**config.mk**
```make
export PLATFORM = sky130hd
export DESIGN_NAME = cmpctl_top
export DESIGN_NICKNAME = d
export VERILOG_FILES = /design/src/cmpctl_pkg.sv /design/src/cmpctl_if.sv /design/src/cmpctl_ladder.sv /design/src/cmpctl_top.sv
export VERILOG_INCLUDE_DIRS = /design/src
export SDC_FILE = /design/constraint.sdc
export NUM_CORES = 1
export LEC_CHECK = 0
export BUFFER_PORTS_ARGS = -buffer_cell sky130_fd_sc_hd__buf_4
export CAP_MARGIN = 20
export CORE_UTILIZATION = 48
export CTS_CLUSTER_DIAMETER = 50
export DETAILED_ROUTE_END_ITERATION = 7
export PLACE_DENSITY_LB_ADDON = 0.25
export SLEW_MARGIN = 25
export SYNTH_ARGS = -nofsm -noshare
export SYNTH_HDL_FRONTEND = slang
export SYNTH_SLANG_ARGS = --single-unit
export TNS_END_PERCENT = 1
```
**constraint.sdc**
```tcl
create_clock -name clk -period 3.6 [get_ports clk]
set_input_delay 0.54 -clock clk [delete_from_list [all_inputs] [get_ports clk]]
set_output_delay 0.54 -clock clk [all_outputs]
set_load 0.01 [all_outputs]
```
**src/cmpctl_consts.svh**
```systemverilog
// Purpose: constants for the comparator control block
// Assumes: apb register bus, 20 MHz clk
// Notes:   offsets and layouts are named here once
// How it works
// [RL1] control bits 3..1 pick minus input: a3, a4, bandgap, ladder, a6, a7.
// [RL2] control bit 0 picks plus input: ladder or port line a4.
// [RL3] control bit 7 enables; minus code 000 is a3, plus 0 is ladder.
// [RL4] minus code 011 is ladder, plus 1 is a4, inversion applies.
// [RL5] reference bit 7 forces result onto port line a0, overriding direction.
// [RL6] control bit 5 selects direct or timer-2-clock sampled result.
// [RL7] control bit 4 inverts the result polarity.
// [RL8] final result raises interrupt and reads back as control bit 6.
// [RL9] reference bits 5..4 pick one of four ladder ranges.
// [RL10] reference bits 3..0 pick one of sixteen ladder taps.
// [RL11] ladder fraction: (n+9)/32, (n+1)/24, (n+9)/40, (n+1)/32 of supply.
// [RL12] software disables digital input buffers of pins used as analog inputs.
// [RL13] sampled mode holds result between timer pulses; all uses see it.
// [RL14] comparator output synchronised in two stages; changes request interrupt.
`ifndef CMPCTL_CONSTS_SVH
`define CMPCTL_CONSTS_SVH
`define CMPCTL_OFF_CTRL     12'h000
`define CMPCTL_OFF_REFSEL   12'h004
`define CMPCTL_OFF_STATUS   12'h008
`define CMPCTL_OFF_CLEAR    12'h00c
`define CMPCTL_OFF_INTEN    12'h010
`define CMPCTL_CTRL_RST     8'h00
`define CMPCTL_REF_RST      8'h00
`define CMPCTL_B_EN         7
`define CMPCTL_B_OUT        6
`define CMPCTL_B_SAMP       5
`define CMPCTL_B_INV        4
`define CMPCTL_B_PLUS       0
`define CMPCTL_B_FORCE      7
`define CMPCTL_F_MINUS_HI   3
`define CMPCTL_F_MINUS_LO   1
`define CMPCTL_F_RNG_HI     5
`define CMPCTL_F_RNG_LO     4
`define CMPCTL_F_TAP_HI     3
`define CMPCTL_F_TAP_LO     0
`define CMPCTL_MINUS_A3     3'h0
`define CMPCTL_MINUS_A4     3'h1
`define CMPCTL_MINUS_BG     3'h2
`define CMPCTL_MINUS_LAD    3'h3
`define CMPCTL_MINUS_A6     3'h4
`define CMPCTL_MINUS_A7     3'h5
`define CMPCTL_RNG_0        2'h0
`define CMPCTL_RNG_1        2'h1
`define CMPCTL_RNG_2        2'h2
`define CMPCTL_ADD_9        6'h09
`define CMPCTL_ADD_1        6'h01
`define CMPCTL_DEN_32       6'h20
`define CMPCTL_DEN_24       6'h18
`define CMPCTL_DEN_40       6'h28
`endif

```
**src/cmpctl_pkg.sv**
```systemverilog
// Purpose: shared types for the comparator control block
// Assumes: used with cmpctl_consts.svh
// Notes:   types only
package cmpctl_pkg;
	typedef enum logic [1:0] {
		CMPCTL_ST_DIRECT  = 2'h0,
		CMPCTL_ST_SAMPLED = 2'h1
	} cmpctl_mode_t;
	typedef struct packed {
		logic [7:0] ctrl;
		logic [7:0] refsel;
		logic       sync1;
		logic       sync2;
		logic       held;
		logic       fin_prev;
		logic       tck_prev;
		logic [1:0] sts;
		logic [1:0] inten;
		logic [31:0] prdata;
		cmpctl_mode_t mode;
	} cmpctl_state_t;
endpackage

```
**src/cmpctl_if.sv**
```systemverilog
// Purpose: config passed to the ladder decoder and routing selections passed back
// Assumes: single clock
// Notes:   carries config in, analog selections out
`timescale 1ns/10ps
interface cmpctl_if;
	logic [7:0] ctrl;
	logic [7:0] refsel;
	logic [2:0] minus_sel;
	logic       plus_sel;
	logic [5:0] lad_num;
	logic [5:0] lad_den;
	modport cfg (output ctrl, output refsel, input minus_sel, input plus_sel,
		input lad_num, input lad_den);
	modport dec (input ctrl, input refsel, output minus_sel, output plus_sel,
		output lad_num, output lad_den);
endinterface

```
**src/cmpctl_ladder.sv**
```systemverilog
// Purpose: decode input routing and ladder fraction
// Assumes: analog core consumes the selections
// Notes:   purely combinational
`timescale 1ns/10ps
`include "cmpctl_consts.svh"
module cmpctl_ladder (
	cmpctl_if.dec sel
);
	always_comb begin
		logic [5:0] tap;
		tap = {2'h0, sel.refsel[`CMPCTL_F_TAP_HI:`CMPCTL_F_TAP_LO]}; // see [RL10]
		sel.minus_sel = sel.ctrl[`CMPCTL_F_MINUS_HI:`CMPCTL_F_MINUS_LO]; // see [RL1] see [RL3] see [RL4]
		sel.plus_sel  = sel.ctrl[`CMPCTL_B_PLUS]; // see [RL2]
		// see [RL9] see [RL10] see [RL11]
		case (sel.refsel[`CMPCTL_F_RNG_HI:`CMPCTL_F_RNG_LO])
			`CMPCTL_RNG_0: begin
				sel.lad_num = tap + `CMPCTL_ADD_9;
				sel.lad_den = `CMPCTL_DEN_32;
			end
			`CMPCTL_RNG_1: begin
				sel.lad_num = tap + `CMPCTL_ADD_1;
				sel.lad_den = `CMPCTL_DEN_24;
			end
			`CMPCTL_RNG_2: begin
				sel.lad_num = tap + `CMPCTL_ADD_9;
				sel.lad_den = `CMPCTL_DEN_40;
			end
			default: begin
				sel.lad_num = tap + `CMPCTL_ADD_1;
				sel.lad_den = `CMPCTL_DEN_32;
			end
		endcase
	end
endmodule

```
**src/cmpctl_top.sv**
```systemverilog
// Purpose: comparator control registers, result path and interrupt
// Assumes: apb slave, 20 MHz clk, async comparator and timer inputs
// Notes:   analog core sees enable and selections as plain outputs
//
// Added by the designer: the register offsets and the APB register port.
`timescale 1ns/10ps
`include "cmpctl_consts.svh"
module cmpctl_top (
	input  wire logic        clk,
	input  wire logic        rst_n,
	input  wire logic        psel,
	input  wire logic        penable,
	input  wire logic        pwrite,
	input  wire logic [11:0] paddr,
	input  wire logic [31:0] pwdata,
	output logic      [31:0] prdata,
	output logic             pready,
	output logic             pslverr,
	input  wire logic        comp_raw,
	input  wire logic        timer_two_prescaled_clock,
	output logic             comp_enable,
	output logic       [2:0] minus_sel,
	output logic             plus_sel,
	output logic       [5:0] lad_num,
	output logic       [5:0] lad_den,
	output logic             port_a_line0_out,
	output logic             port_a_line0_oe,
	output logic             irq
);
	cmpctl_pkg::cmpctl_state_t s_r;
	cmpctl_pkg::cmpctl_state_t s_nxt;
	logic                      tck_s1_r;
	logic                      tck_s2_r;
	logic                      fin;
	logic                      tck_pulse;
	logic                      wr;
	logic                      rd;
	logic                      hit;
	cmpctl_if                  sel ();

	////////////////////////////////////////////////////////////////
	// timer clock is asynchronous: two stages before edge detect
	always_ff @(posedge clk or negedge rst_n) begin
		if (!rst_n) begin
			tck_s1_r <= 1'b0;
			tck_s2_r <= 1'b0;
		end else begin
			tck_s1_r <= timer_two_prescaled_clock;
			tck_s2_r <= tck_s1_r;
		end
	end

	////////////////////////////////////////////////////////////////
	assign sel.ctrl   = s_r.ctrl;
	assign sel.refsel = s_r.refsel;
	cmpctl_ladder u_ladder (
		.sel (sel.dec)
	);
	assign minus_sel = sel.minus_sel;
	assign plus_sel  = sel.plus_sel;
	assign lad_num   = sel.lad_num;
	assign lad_den   = sel.lad_den;

	function automatic logic is_off(input logic [11:0] a, input logic [11:0] o);
		is_off = (a == o);
	endfunction

	assign hit = is_off(paddr, `CMPCTL_OFF_CTRL) | is_off(paddr, `CMPCTL_OFF_REFSEL)
		| is_off(paddr, `CMPCTL_OFF_STATUS) | is_off(paddr, `CMPCTL_OFF_CLEAR)
		| is_off(paddr, `CMPCTL_OFF_INTEN);
	assign wr = psel & penable & pwrite;
	assign rd = psel & ~penable & ~pwrite;
	assign tck_pulse = tck_s2_r & ~s_r.tck_prev;

	// final result: sampled value held, or direct sync value, then inverted when control bit 4 is set
	always_comb begin
		logic r;
		r = 1'b0;
		if (s_r.mode == cmpctl_pkg::CMPCTL_ST_SAMPLED) begin
			r = s_r.held; // see [RL13]
		end else begin
			r = s_r.sync2;
		end
		fin = r ^ s_r.ctrl[`CMPCTL_B_INV]; // see [RL7] see [RL4]
	end

	////////////////////////////////////////////////////////////////
	always_comb begin
		logic [1:0] ev;
		ev = 2'h0;
		s_nxt = s_r;
		s_nxt.sync1 = comp_raw; // see [RL14]
		s_nxt.sync2 = s_r.sync1;
		s_nxt.tck_prev = tck_s2_r;
		if (tck_pulse) begin
			s_nxt.held = s_r.sync2; // see [RL13]
		end
		s_nxt.mode = s_r.ctrl[`CMPCTL_B_SAMP] ? cmpctl_pkg::CMPCTL_ST_SAMPLED
			: cmpctl_pkg::CMPCTL_ST_DIRECT; // see [RL6]
		s_nxt.fin_prev = fin;
		// bit0 rise, bit1 fall of the final result
		ev[0] = fin & ~s_r.fin_prev; // see [RL14] see [RL8]
		ev[1] = ~fin & s_r.fin_prev;
		if (wr && is_off(paddr, `CMPCTL_OFF_CTRL)) begin
			// readback bit is not writable
			s_nxt.ctrl = {pwdata[`CMPCTL_B_EN], 1'b0, pwdata[`CMPCTL_B_SAMP:`CMPCTL_B_PLUS]};
		end
		if (wr && is_off(paddr, `CMPCTL_OFF_REFSEL)) begin
			s_nxt.refsel = pwdata[7:0];
		end
		if (wr && is_off(paddr, `CMPCTL_OFF_INTEN)) begin
			s_nxt.inten = pwdata[1:0];
		end
		if (wr && is_off(paddr, `CMPCTL_OFF_CLEAR)) begin
			s_nxt.sts = s_r.sts & ~pwdata[1:0];
		end
		// set wins over a clear in the same cycle
		s_nxt.sts = s_nxt.sts | ev;
		if (rd) begin
			if (is_off(paddr, `CMPCTL_OFF_CTRL)) begin
				s_nxt.prdata = {24'h00_0000, s_r.ctrl[`CMPCTL_B_EN], fin,
					s_r.ctrl[`CMPCTL_B_SAMP:`CMPCTL_B_PLUS]}; // see [RL8]
			end else if (is_off(paddr, `CMPCTL_OFF_REFSEL)) begin
				s_nxt.prdata = {24'h00_0000, s_r.refsel};
			end else if (is_off(paddr, `CMPCTL_OFF_STATUS)) begin
				s_nxt.prdata = {30'h0000_0000, s_r.sts};
			end else if (is_off(paddr, `CMPCTL_OFF_INTEN)) begin
				s_nxt.prdata = {30'h0000_0000, s_r.inten};
			end else begin
				s_nxt.prdata = 32'h0000_0000;
			end
		end
	end

	always_ff @(posedge clk or negedge rst_n) begin
		if (!rst_n) begin
			s_r <= '{ctrl: `CMPCTL_CTRL_RST, refsel: `CMPCTL_REF_RST, sync1: 1'b0,
				sync2: 1'b0, held: 1'b0, fin_prev: 1'b0, tck_prev: 1'b0,
				sts: 2'h0, inten: 2'h0, prdata: 32'h0000_0000,
				mode: cmpctl_pkg::CMPCTL_ST_DIRECT};
		end else begin
			s_r <= s_nxt;
		end
	end

	////////////////////////////////////////////////////////////////
	assign pready  = 1'b1;
	assign pslverr = psel & penable & ~hit;
	assign prdata  = s_r.prdata;
	assign comp_enable = s_r.ctrl[`CMPCTL_B_EN]; // see [RL3]
	// forced output overrides the pin's own direction setting
	assign port_a_line0_oe  = s_r.refsel[`CMPCTL_B_FORCE]; // see [RL5]
	assign port_a_line0_out = s_r.refsel[`CMPCTL_B_FORCE] & fin; // see [RL5]
	assign irq = |(s_r.sts & s_r.inten);
endmodule

```
==> impl_metrics.tcl <==
set metrics [dict create \
    die_w_microns 65.5 \
    io_pins 105 \
    insertion_delay_ps 290 \
    async_flop_share_pct 100 \
    ctsHoldBuffers 0 \
    diodes 0 \
    synth_ff_type "dfrtp_1" \
    post-dp-hpwl_microns 2790 \
    min_period_over_period_pct 69.9 \
    portBuffers 51 \
    worst_pin_slew_ps 677 \
    setup_viol 0 \
    crit_family "adder cells" \
    yosys.area.top_type "dfrtp_1" \
    die_area_sq_mm 0.00429 \
    critPathBufInv 2 \
    h-tree-depth 2 \
    path_cells "inv_1 > ha_1 > or2_2 > ha_1 > xnor2_1 > buf_4" \
    finalHoldViolations 0 \
    crit_path_top_delay_cell "dfrtp_1" \
    grt_max_degree 36 \
    cp_max_fo 5 \
    cts_root_buf "clkbuf_8" \
    die_y_microns 65.5 \
    detail_route.wirelength_microns 3550 \
    yosysWarningCount 0 \
    slew_headroom_pct 54.4 \
    syn_area_sq_mm 0.00193 \
    grt_pass1_wl_microns 6010 \
    grt_overflow 0 \
    synth_edf_count 0 \
    fin_tns_setup_ps 0 \
    netlist_instances 176 \
    fmax_ghz 0.397 \
    final_layout_size_suffix_gt1_share_pct 38.5 \
    antenna_found_initial 0 \
    skew_ps 6.90 \
    clk_path_buf_depth 2 \
    cp.arrival_ps 1980 \
    status "complete, no violations" \
    avgViaCountPerCell 4.93 \
    drc_errors 0 \
    maxCapViolCount 0 \
    grt_pass1_vias 1295 \
    track_usage_pct 19.0 \
    synth_most_common_cell "buf_4" \
    synth_seq_cells 35 \
    start_util_pct 51.3 \
    rows 22 \
    wl_per_cell_microns 13.3 \
    vias 1312 \
    p_per_area_mw_per_mm2 359 \
    place.gp.congestion 0.884 \
    critPathLaunchType "flop" \
    post-route-min-period_ps 2520 \
    nNetsFinal 274 \
    path_clk_slew_ps 70 \
    cp.required_ps 3060 \
    dp_slack_ps 843 \
    ctsResizeCount 0 \
    rsz0062_at_grt "no" \
    post_cts_buffers 0 \
    core_sq_mm 0.00377 \
    path_class "flop to primary output" \
    cts.sinks 35 \
    yosysSeqAreaShare_pct 45.3 \
    postRouteAntennaNets 0 \
    yosysTopAreaCellShare_pct 45.3 \
    area_growth_pct 17.5 \
    end_kind "primary output" \
    drt-initial-drc-count 54 \
    n_fill_cell 308 \
    synth_cell_type_count 35 \
    synth_commonest_cells "buf_4, dfrtp_1, mux2_2" \
    avgSynthCellArea_sq_um 11.0 \
    cts_buffers 5 \
    slew_violations 0 \
    path_common_cell "ha_1" \
    synth_area_leaders "dfrtp_1, buf_4, mux2_2, ha_1, mux2i_1" \
    max-vdd-ir-drop_uv 242 \
    leakage_nw 1.18 \
    slowest_delay_ps 440 \
    cts_tree "yes" \
    drtPass1Iterations 4 \
    hp-class "input pin to asynchronous set/reset pin" \
    fin_ws_ps 1080 \
]
[area by class of cell]
cell class,instances,area (sq um),share of cell area [%]
Clock inverter,3,43.8,1.93
Sequential cell,35,876,38.5
Multi-Input combinational cell,116,811,35.7
Inverter,8,30.0,1.32
Timing Repair Buffer,51,383,16.9
Tap cell,48,60.1,2.64
Clock buffer,5,68.8,3.03
[cells in the final DEF, fill, tap and decap left out, types with 2 or more instances in the layout]
master     n
a22oi_1    2
nand4_1    2
dfrtp_1   35
conb_1    29
buf_4     51
or2_2      2
mux2_2    18
clkbuf_8   5
a22o_1     2
ha_1       6
o22ai_1    2
or3_1      2
nor2_1     4
xor2_1     2
o31ai_1    2
or4_4      2
nand2_1   11
nor2b_1    4
nand3_1    2
inv_1      8
mux2i_1    6
o21ai_1    5
[per-stage QoR]
step	hold WS, ps	utilization (%)	instance area (sq um)	std cells	total power [mW]
3_3_place_gp	331	57.3	2160	258	0.473
6_report	184	60.3	2270	266	0.816
5_1_grt	206	60.3	2270	266	0.856
3_5_place_dp	343	57.3	2160	258	0.475
4_1_cts	200	60.3	2270	266	0.822
2_1_floorplan	244	-	2040	203	0.462
[power by group]
part	switching, mW	total [mW]	internal [mW]
combinational	0.0399	0.0668	0.0270
sequential	0.00233	0.401	0.398
clock	0.143	0.349	0.206
[final timing paths]
check | from | endpoint | slack, ps | cells past startpoint
setup / recovery | sel.refsel[4]$_DFFE_PN0P_ | lad_num[3] | 1080 | 6
hold / removal | rst_n | tck_s2_r$_DFF_PN0_ | 180 | 1
setup reg to reg | s_r[0]$_DFF_PN0_ | prdata[6]$_DFFE_PN0P_ | 2290 | 4
hold reg to reg | s_nxt[41]$_DFF_PN0_ | s_r[41]$_DFF_PN0_ | 350 | 0
max in group asynchronous | rst_n | sel.refsel[2]$_DFFE_PN0P_ | 3110 | 1
min in group clk | timer_two_prescaled_clock | tck_s1_r$_DFF_PN0_ | 350 | 1
[cells by family after synthesis]
logic type | after synthesis | share of synthesized area, %
compound gates | 18 | 6.34
xor+xnor | 3 | 1.36
fa+ha+maj | 6 | 3.88
buf+inv | 52 | 18.0
flops | 35 | 45.3
mux | 24 | 13.6
other cells | 2 | 0.388
simple gates | 36 | 11.1
[sequential cells by signal, indices dropped and copies added (netlist names)]
name and count:
s_r 9, prdata 8, sel.refsel 8, sel.ctrl 7, s_nxt 1, tck_s1_r 1
tck_s2_r 1
[worst register-to-register path: stages (launching register included)]
cell and delay (ps):
dfrtp_1 350, mux2i_1 210, xor2_1 370, o211ai_1 120, a21boi_1 140
[routing by layer]
metal	part of all wire [%]	up-vias	wire length (microns)	track usage, %
met5	0	-	0	0
li1	-	605	-	-
met3	5.8	6	207	4.34
met2	48	70	1710	31.1
met1	44	631	1570	23.9
met4	1.7	0	62	8.15
(Power assumes the default switching activity.)
